[src/design/pswin_pkg.sv]
/*
  Constants for the program-space data window: widths, bit positions,
  reset values and stall counts.
  Assumes a 16-bit data space and a 24-bit program word.
*/
package pswin_pkg;
  localparam int DATA_AW = 16;
  localparam int WIN_OFS_W = 15;
  localparam int PAGE_W = 8;
  localparam int PROG_AW = PAGE_W + WIN_OFS_W;
  localparam int PROG_DW = 24;
  localparam int DATA_DW = 16;
  localparam int CORE_CTRL_W = 16;
  localparam int WIN_EN_BIT = 2;
  localparam int WIN_SEL_BIT = DATA_AW - 1;
  localparam logic [CORE_CTRL_W-1:0] CORE_CTRL_RST = 16'h0000;
  localparam logic [PAGE_W-1:0] PAGE_RST = 8'h00;
  localparam logic [1:0] STALL_NONE = 2'h0;
  localparam logic [1:0] STALL_MOVE = 2'h1;
  localparam logic [1:0] STALL_OTHER = 2'h2;
  localparam logic [1:0] STALL_REPEAT_EDGE = 2'h2;
endpackage : pswin_pkg

[src/design/pswin_stall.sv]
/*
  Stall-cycle calculator for window accesses, registered output.
  Assumes one request pulse per instruction from the core issue stage.
*/
`timescale 1ns/1ps
module pswin_stall (
  // Clock and reset
  input wire logic clk,
  input wire logic arst_n,
  // Request
  input wire logic win_hit,
  input wire logic is_move,
  input wire logic in_repeat,
  input wire logic rpt_edge,
  // Result
  output logic [1:0] stall_cnt
);
  logic [1:0] stall_reg;
  logic [1:0] stall_next;

  always_comb begin
    stall_next = pswin_pkg::STALL_NONE;
    if (win_hit) begin
      if (in_repeat) begin
        stall_next = rpt_edge ? pswin_pkg::STALL_REPEAT_EDGE : pswin_pkg::STALL_NONE; // [RULE9] [RULE10]
      end else begin
        stall_next = is_move ? pswin_pkg::STALL_MOVE : pswin_pkg::STALL_OTHER; // [RULE8]
      end
    end
  end

  always_ff @(posedge clk or negedge arst_n) begin
    if (!arst_n) begin
      stall_reg <= pswin_pkg::STALL_NONE;
    end else begin
      stall_reg <= stall_next;
    end
  end

  assign stall_cnt = stall_reg;
endmodule : pswin_stall

[src/design/pswin_top.sv]
/*
  Program-space data window: maps the upper data half onto a program page.
  Assumes the core supplies one access request per cycle with effective
  address, instruction class and repeat-loop status on the same clock.
*/
// Functional notes
// [RULE1] Window used only when address top bit and enable bit 2 both set.
// [RULE2] Upper 32 Kbytes of data space overlay any 16K-word program page.
// [RULE3] Eight-bit page select chooses one of 256 pages.
// [RULE4] Program address is page select above low 15 address bits.
// [RULE5] Window reads return low 16 bits of the 24-bit program word.
// [RULE6] Window read stalls by an extra cycle for two fetches.
// [RULE7] Window accesses suspended during table read or write.
// [RULE8] Outside repeat: moves add one cycle, others add two.
// [RULE9] In repeat: first, last, interrupt exit and resume add two cycles.
// [RULE10] Other repeat iterations run single cycle, no stall.
// [RULE11] Disabled or low half goes to data memory, no stall.
// [RULE12] Enable bit and page select reset to zero.
`timescale 1ns/1ps
module pswin_top (
  // Clock and reset
  input wire logic clk,
  input wire logic arst_n,
  // Control writes from core
  input wire logic ctrl_we,
  input wire logic [pswin_pkg::CORE_CTRL_W-1:0] ctrl_wdata,
  input wire logic page_we,
  input wire logic [pswin_pkg::PAGE_W-1:0] page_wdata,
  // Data access
  input wire logic acc_valid,
  input wire logic [pswin_pkg::DATA_AW-1:0] data_effective_address,
  input wire logic table_read_instr,
  input wire logic move_double_instr,
  input wire logic in_repeat,
  input wire logic rpt_first,
  input wire logic rpt_last,
  input wire logic rpt_irq_exit,
  input wire logic rpt_irq_resume,
  // Program memory return
  input wire logic [pswin_pkg::PROG_DW-1:0] prog_rdata,
  // Outputs
  output logic program_window_enable,
  output logic [pswin_pkg::PAGE_W-1:0] program_page_select,
  output logic prog_req,
  output logic [pswin_pkg::PROG_AW-1:0] prog_addr,
  output logic data_req,
  output logic [pswin_pkg::DATA_AW-1:0] data_addr,
  output logic [pswin_pkg::DATA_DW-1:0] win_rdata,
  output logic [1:0] stall_cycles
);
  logic [pswin_pkg::CORE_CTRL_W-1:0] core_control_reg;
  logic [pswin_pkg::CORE_CTRL_W-1:0] core_control_next;
  logic [pswin_pkg::PAGE_W-1:0] page_reg;
  logic [pswin_pkg::PAGE_W-1:0] page_next;
  logic prog_req_reg;
  logic prog_req_next;
  logic [pswin_pkg::PROG_AW-1:0] prog_addr_reg;
  logic [pswin_pkg::PROG_AW-1:0] prog_addr_next;
  logic data_req_reg;
  logic data_req_next;
  logic [pswin_pkg::DATA_AW-1:0] data_addr_reg;
  logic [pswin_pkg::DATA_AW-1:0] data_addr_next;
  logic [pswin_pkg::DATA_DW-1:0] rdata_reg;
  logic [pswin_pkg::DATA_DW-1:0] rdata_next;
  logic win_hit;
  logic rpt_edge;

  function automatic logic [pswin_pkg::PROG_AW-1:0] prog_map(
    input logic [pswin_pkg::PAGE_W-1:0] pg,
    input logic [pswin_pkg::DATA_AW-1:0] ea
  );
    prog_map = {pg, ea[pswin_pkg::WIN_OFS_W-1:0]}; // [RULE2] [RULE4]
  endfunction : prog_map

  function automatic logic ea_top(input logic [pswin_pkg::DATA_AW-1:0] ea);
    ea_top = ea[pswin_pkg::WIN_SEL_BIT];
  endfunction : ea_top

  // Window decode; table instructions own program memory meanwhile
  assign win_hit = acc_valid && ea_top(data_effective_address) &&
                   core_control_reg[pswin_pkg::WIN_EN_BIT] && !table_read_instr; // [RULE1] [RULE7]
  assign rpt_edge = rpt_first | rpt_last | rpt_irq_exit | rpt_irq_resume;

  always_comb begin
    core_control_next = core_control_reg;
    page_next = page_reg;
    if (ctrl_we) begin
      core_control_next = ctrl_wdata;
    end
    if (page_we) begin
      page_next = page_wdata; // [RULE3]
    end
  end

  always_ff @(posedge clk or negedge arst_n) begin
    if (!arst_n) begin
      core_control_reg <= pswin_pkg::CORE_CTRL_RST; // [RULE12]
      page_reg <= pswin_pkg::PAGE_RST; // [RULE12]
    end else begin
      core_control_reg <= core_control_next;
      page_reg <= page_next;
    end
  end

  always_comb begin
    prog_req_next = 1'b0;
    prog_addr_next = prog_addr_reg;
    data_req_next = 1'b0;
    data_addr_next = data_addr_reg;
    rdata_next = rdata_reg;
    if (win_hit) begin
      prog_req_next = 1'b1;
      prog_addr_next = prog_map(page_reg, data_effective_address); // [RULE4]
    end else if (acc_valid && !table_read_instr) begin
      data_req_next = 1'b1; // [RULE11]
      data_addr_next = data_effective_address;
    end
    // Upper byte of the program word is dropped; it holds no data
    if (prog_req_reg) begin
      rdata_next = prog_rdata[pswin_pkg::DATA_DW-1:0]; // [RULE5]
    end
  end

  always_ff @(posedge clk or negedge arst_n) begin
    if (!arst_n) begin
      prog_req_reg <= 1'b0;
      prog_addr_reg <= '0;
      data_req_reg <= 1'b0;
      data_addr_reg <= '0;
      rdata_reg <= '0;
    end else begin
      prog_req_reg <= prog_req_next;
      prog_addr_reg <= prog_addr_next;
      data_req_reg <= data_req_next;
      data_addr_reg <= data_addr_next;
      rdata_reg <= rdata_next;
    end
  end

  // Stall count lands in the same cycle as prog_req
  pswin_stall u_stall (
    .clk(clk),
    .arst_n(arst_n),
    .win_hit(win_hit),
    .is_move(move_double_instr),
    .in_repeat(in_repeat),
    .rpt_edge(rpt_edge),
    .stall_cnt(stall_cycles) // [RULE6]
  );

  assign program_window_enable = core_control_reg[pswin_pkg::WIN_EN_BIT];
  assign program_page_select = page_reg;
  assign prog_req = prog_req_reg;
  assign prog_addr = prog_addr_reg;
  assign data_req = data_req_reg;
  assign data_addr = data_addr_reg;
  assign win_rdata = rdata_reg;
endmodule : pswin_top

[config.mk]
export PLATFORM = sky130hd
export DESIGN_NAME = pswin_top
export DESIGN_NICKNAME = d
export VERILOG_FILES = /design/src/design/pswin_pkg.sv /design/src/design/pswin_stall.sv /design/src/design/pswin_top.sv
export SDC_FILE = /design/constraint.sdc
export NUM_CORES = 1
export LEC_CHECK = 0
export BUFFER_PORTS_ARGS = -buffer_cell sky130_fd_sc_hd__clkbuf_2
export CORE_MARGIN = 8
export CORE_UTILIZATION = 39
export CTS_BUF_LIST = sky130_fd_sc_hd__clkbuf_4 sky130_fd_sc_hd__clkbuf_8 sky130_fd_sc_hd__clkbuf_16
export DETAILED_ROUTE_END_ITERATION = 7
export PLACE_DENSITY = 0.8
export REMOVE_ABC_BUFFERS = 1
export SETUP_SLACK_MARGIN = 0.15
export SLEW_MARGIN = 20
export SYNTH_ARGS = -nofsm -noshare
export SYNTH_HDL_FRONTEND = slang
export SYNTH_HIERARCHICAL = 1
export SYNTH_SLANG_ARGS = --single-unit
[constraint.sdc]
create_clock -name clk -period 1.31 [get_ports clk]
set_clock_uncertainty 0.2 [all_clocks]
set_input_delay 0.131 -clock clk [delete_from_list [all_inputs] [get_ports clk]]
set_output_delay 0.131 -clock clk [all_outputs]
set_load 0.005 [all_outputs]
**Word-level counts from Yosys, hierarchy flattened**

Cells that the tools add are included.

- Register bits after elaboration: 70
- Input bits: 76
- Output and inout port bits: 68

- Multiplexer cells: 7
- Bitwise operators: 4
- Reduce and logical (&&, ||, !) cells: 6

Operators with widths:

| cell | count |
|---|---|
| $mux 2 | 4 |
| $logic_and 1x1->1 | 4 |
| $mux 1 | 3 |
| $or 1x1->1 | 3 |
| $reduce_and 2->1 | 1 |
| $logic_not 1->1 | 1 |
| $not 1->1 | 1 |

**Longest topological paths before layout**

- Depth in word-level cells: 6
- Depth in mapped cells: 6
- Mapped depth without buffers: 5

**Cells and area by module**

The synthesis kept the hierarchy.

Modules (own cells, without submodules):

| module | times used | cells each | area an instance (µm²) | sequential area each (µm²) |
|---|---|---|---|---|
| pswin_top | 1 | 145 | 2484.9 | 1651.6 |
| pswin_stall | 1 | 7 | 76.3 | 50.0 |

**Worst setup path before layout**

OpenSTA, ideal clock, no wires.

- Path kind: register to register
- From: reg core_control_reg[2] in the netlist's numbering
- To: reg data_addr_reg, in the netlist data_addr[10]
- Arrival time: 1.110 ns
- Required time: 0.985 ns
- Slack: -0.125 ns
- Stages on the path, launching flop included: 5
- Buffers on the path: 1
- Period minus slack after synthesis: 1.435 ns
- Cells stage by stage: dfrtp_1 -> nand2_1 -> nand2_2 -> buf_6 -> mux2_2

- Word-level cells in the longest chain between the ends: 4

Ends and longest elaborated chain:

| what | RTL line | RTL |
|---|---|---|
| start: declaration | pswin_top.sv:51 | `logic [pswin_pkg::CORE_CTRL_W-1:0] core_control_reg;` |
| start signal: assignment | pswin_top.sv:97 | `core_control_reg <= pswin_pkg::CORE_CTRL_RST;` |
| start signal: assignment | pswin_top.sv:100 | `core_control_reg <= core_control_next;` |
| $logic_and 1x1->1 | pswin_top.sv:80 | `assign win_hit = acc_valid && ea_top(data_effective_address) &&` |
| $logic_and 1x1->1 | pswin_top.sv:81 | `core_control_reg[pswin_pkg::WIN_EN_BIT] && !table_read_instr;` |
| $not 1->1 (no source line) | - |  |
| $reduce_and 2->1 (no source line) | - |  |
| end signal: assignment | pswin_top.sv:135 | `data_addr_reg <= data_addr_next;` |
| end: declaration | pswin_top.sv:61 | `logic [pswin_pkg::DATA_AW-1:0] data_addr_reg;` |

Every way passes these cells.
A chain may end at the register's enable or synchronous reset.

**Worst setup path in the final report**

- From: reg core_control_reg[2] in the netlist's numbering
- To: reg data_addr_reg, in the netlist data_addr[14]

Same word-level chain as after synthesis.

==> out/qor.csv <==
stage,metric,value,unit
synthesis,synth_common_cells,"dfrtp_1, mux2_2, buf_6, inv_1",
critical_path,critPathKind,reg2reg,
synthesis,yosysMostFrequentCell,dfrtp_1,
power,leakage,2.404,nW
synthesis,ys_seq_elements,68,
synthesis,yosysSeqAreaShare,0.6644,
timing,finalSetupTns,-4.124,ns
critical_path,path_cells,nand2_1 -> nand2_2 -> buf_6 -> buf_12 -> mux2_2,
timing,worst_pin_slew,0.3598,ns
layout,largest_reg_flops,23,
clock_tree,holdBufCountCts,45,
synthesis,ys_types,16,
placement,post-place-cells,350,
critical_path,endpoint_kind,register,
floorplan,initial_core_util,0.4033,
floorplan,dieWidth,97.04,um
critical_path,path_max_fanout,8,
global_route,grt_pass1_wl,11890,um
layout,design_area,0.004587,mm^2
global_route,grt_usage,0.1577,
route,totalWireLength,7725,um
synthesis,postSynthCellCount,152,
hold_path,hold_class,in2reg,
placement,placed_area,0.003326,mm^2
synthesis,yosysTopAreaCell,dfrtp_1,
clock_tree,cts.clk_slew.worst_paths,0.07,ns
floorplan,core_area,0.006350,mm^2
critical_path,crit_family,flip-flops,
synthesis,ys.flop_type,dfrtp_1,
synthesis,synth.area.top_cells,"dfrtp_1, mux2_2, buf_6",
global_route,grt_pass1_vias,2287,
layout,fin_util,0.7224,
route,drcViolationCount,0,
clock_tree,clkLatencyLatePin,0.32,ns
power,p_comb_frac,0.286,
clock_tree,cts_tree,yes,
critical_path,worst_ep_required_time,1.31,ns
synthesis,synthesis.area,0.002561,mm^2
power,p_sw,1.614,mW
timing,hold_viol,1,
layout,drive_above_1_share,0.6720,
placement,globalplace.congestion,0.7142,
timing,worst_slack,-0.1277,ns
timing,period_share,1.098,
layout,fin_cells,449,
outcome,violations,"negative hold slack, negative setup slack",
clock_tree,htreeDepth,3,
placement,hpwl,4403,um
clock_tree,clockBufferDepth,2,
floorplan,ioPinCount,144,
critical_path,cpPeakStageDelay,0.37,ns
power,ir_worst_vdd,809.9,uV
power,switching_share,0.2421,
route,wl_per_cell,17.20,um
power,p_int,5.052,mW
power,sequentialPowerShare,0.418,
critical_path,critPathLaunchType,register,
synthesis,avgSynthCellArea,16.85,um^2
global_route,gr-total-overflow,0,
route,first_iter_violations,44,
timing,maxSlewHeadroom,0.7601,
route,first_pass_iters,4,
outcome,outcome,"finished, violations left",
route,viasPerCell,4.563,
synthesis,async_flop_share,1.000,
floorplan,die_h,97.04,um
global_route,antenna_found_initial,0,
synthesis,synth_top_area_frac,0.6644,
placement,port_buffers,120,
global_route,grt_max_degree,69,
critical_path,worst_path_max_delay_cell,dfrtp_1,
run,maxCapViolCount,0,
placement,pre_cts_ws,-0.09914,ns
layout,area_growth,79.09,%
clock_tree,clock-root-buffer,clkbuf_8,
timing,slew_violations,0,
route,num_vias,2049,
power,total_power,6.665,mW
critical_path,cp.arrival,1.44,ns
timing,setup_viol,41,
timing,fmax,695.5,MHz
power,pwr_density_cell,1453,mW/mm^2
clock_tree,numCtsBuffers,9,
route,ant_nets,0,
layout,diodes,0,
synthesis,synth-warning-count,6,
floorplan,die_area,0.009417,mm^2
timing,rsz0062_at_grt,yes,
layout,nNetsFinal,443,
clock_tree,clock_sinks,68,
timing,fin_hold_ws,-0.0007084,ns
power,clkPwrFrac,0.296,
timing,post-route-min-period,1.438,ns
critical_path,cp_num_buf_inv,2,
synthesis,synth_edf_count,0,
floorplan,rows,29,
## routing by layer
| metal | track usage | vias to the layer above | wire length [um] |
|---|---|---|---|
| met5 | 0 | - | 0 |
| met1 | 0.1642 | 1007 | 3006 |
| met4 | 0.05444 | 0 | 91 |
| met3 | 0.05619 | 8 | 462 |
| met2 | 0.2849 | 73 | 4164 |
| li1 | - | 961 | - |
## worst min-delay path, stage by stage
cell and delay (ns):
clkbuf_2 0.07, or4_1 0.08, nand2b_1 0.08, and3_1 0.13
## layout make-up
cell class	instances	area (um^2)
tap	77	96.34
inverter	3	11.26
clock inverter	4	70.07
fill	420	1763
clock buffer	12	165.2
multi-input combinational	75	965.9
timing repair buffer	210	1577
sequential	68	1702
## worst paths after layout
| check | to | slack (ns) | startpoint | depth (start not counted) |
|---|---|---|---|---|
| worst max register to register | data_addr[14] | -0.13 | core_control_reg[2] | 5 |
| worst max-delay path | data_addr[14] | -0.13 | core_control_reg[2] | 5 |
| max in group asynchronous | data_addr[14] | 0.48 | arst_n | 3 |
| min in group asynchronous | win_rdata[10] | 0.14 | arst_n | 3 |
| worst min register to register | data_addr[1] | 0.30 | data_addr[1] | 1 |
| worst min-delay path | u_stall/stall_cnt[1] | -0.0007 | rpt_irq_resume | 4 |
## logic make-up (layout without fill, tap and decap cells)
family	count (synthesis)	count (layout)	synth area share
flip-flops	68	68	0.6644
multiplexers	63	63	0.2770
AND/OR/NAND/NOR	11	11	0.03225
buffers and inverters	9	229	0.02296
AO/OA/AOI/OAI	1	1	0.003420
## power by group through the flow
stage	sequential, mW	clock, mW	combinational (mW)
floorplan	2.85	0	0.435
global placement	2.79	0	1.20
detailed placement	2.82	0	1.23
CTS	2.78	2.03	1.59
global route	2.84	2.13	2.06
finish	2.79	1.97	1.91
## repair_timing
action	CTS	global route
resized for setup	30	78
hold endpoints to repair	126	1
buffers inserted	18	17
pin swaps	0	3
endpoints found under the setup margin	111	128
cloned	2	1
## placed cells by master (no fill, tap or decap)
master	n
inv_2	2
inv_1	1
nand2_1	1
o22a_1	1
buf_6	8
buf_12	7
or2b_1	1
nor2b_4	1
clkbuf_8	12
dfrtp_1	68
nor2_4	1
dlygate4sd3_1	45
buf_4	28
nor2_1	1
nand2_2	1
and3_1	1
bufinv_16	2
clkbuf_16	1
nand3_4	1
buf_2	51
clkinv_2	2
nand2b_1	2
buf_16	2
buf_8	1
clkbuf_2	67
or4_1	1
mux2_2	21
mux2_4	42
No activity file was read; power rests on OpenSTA's default activity.
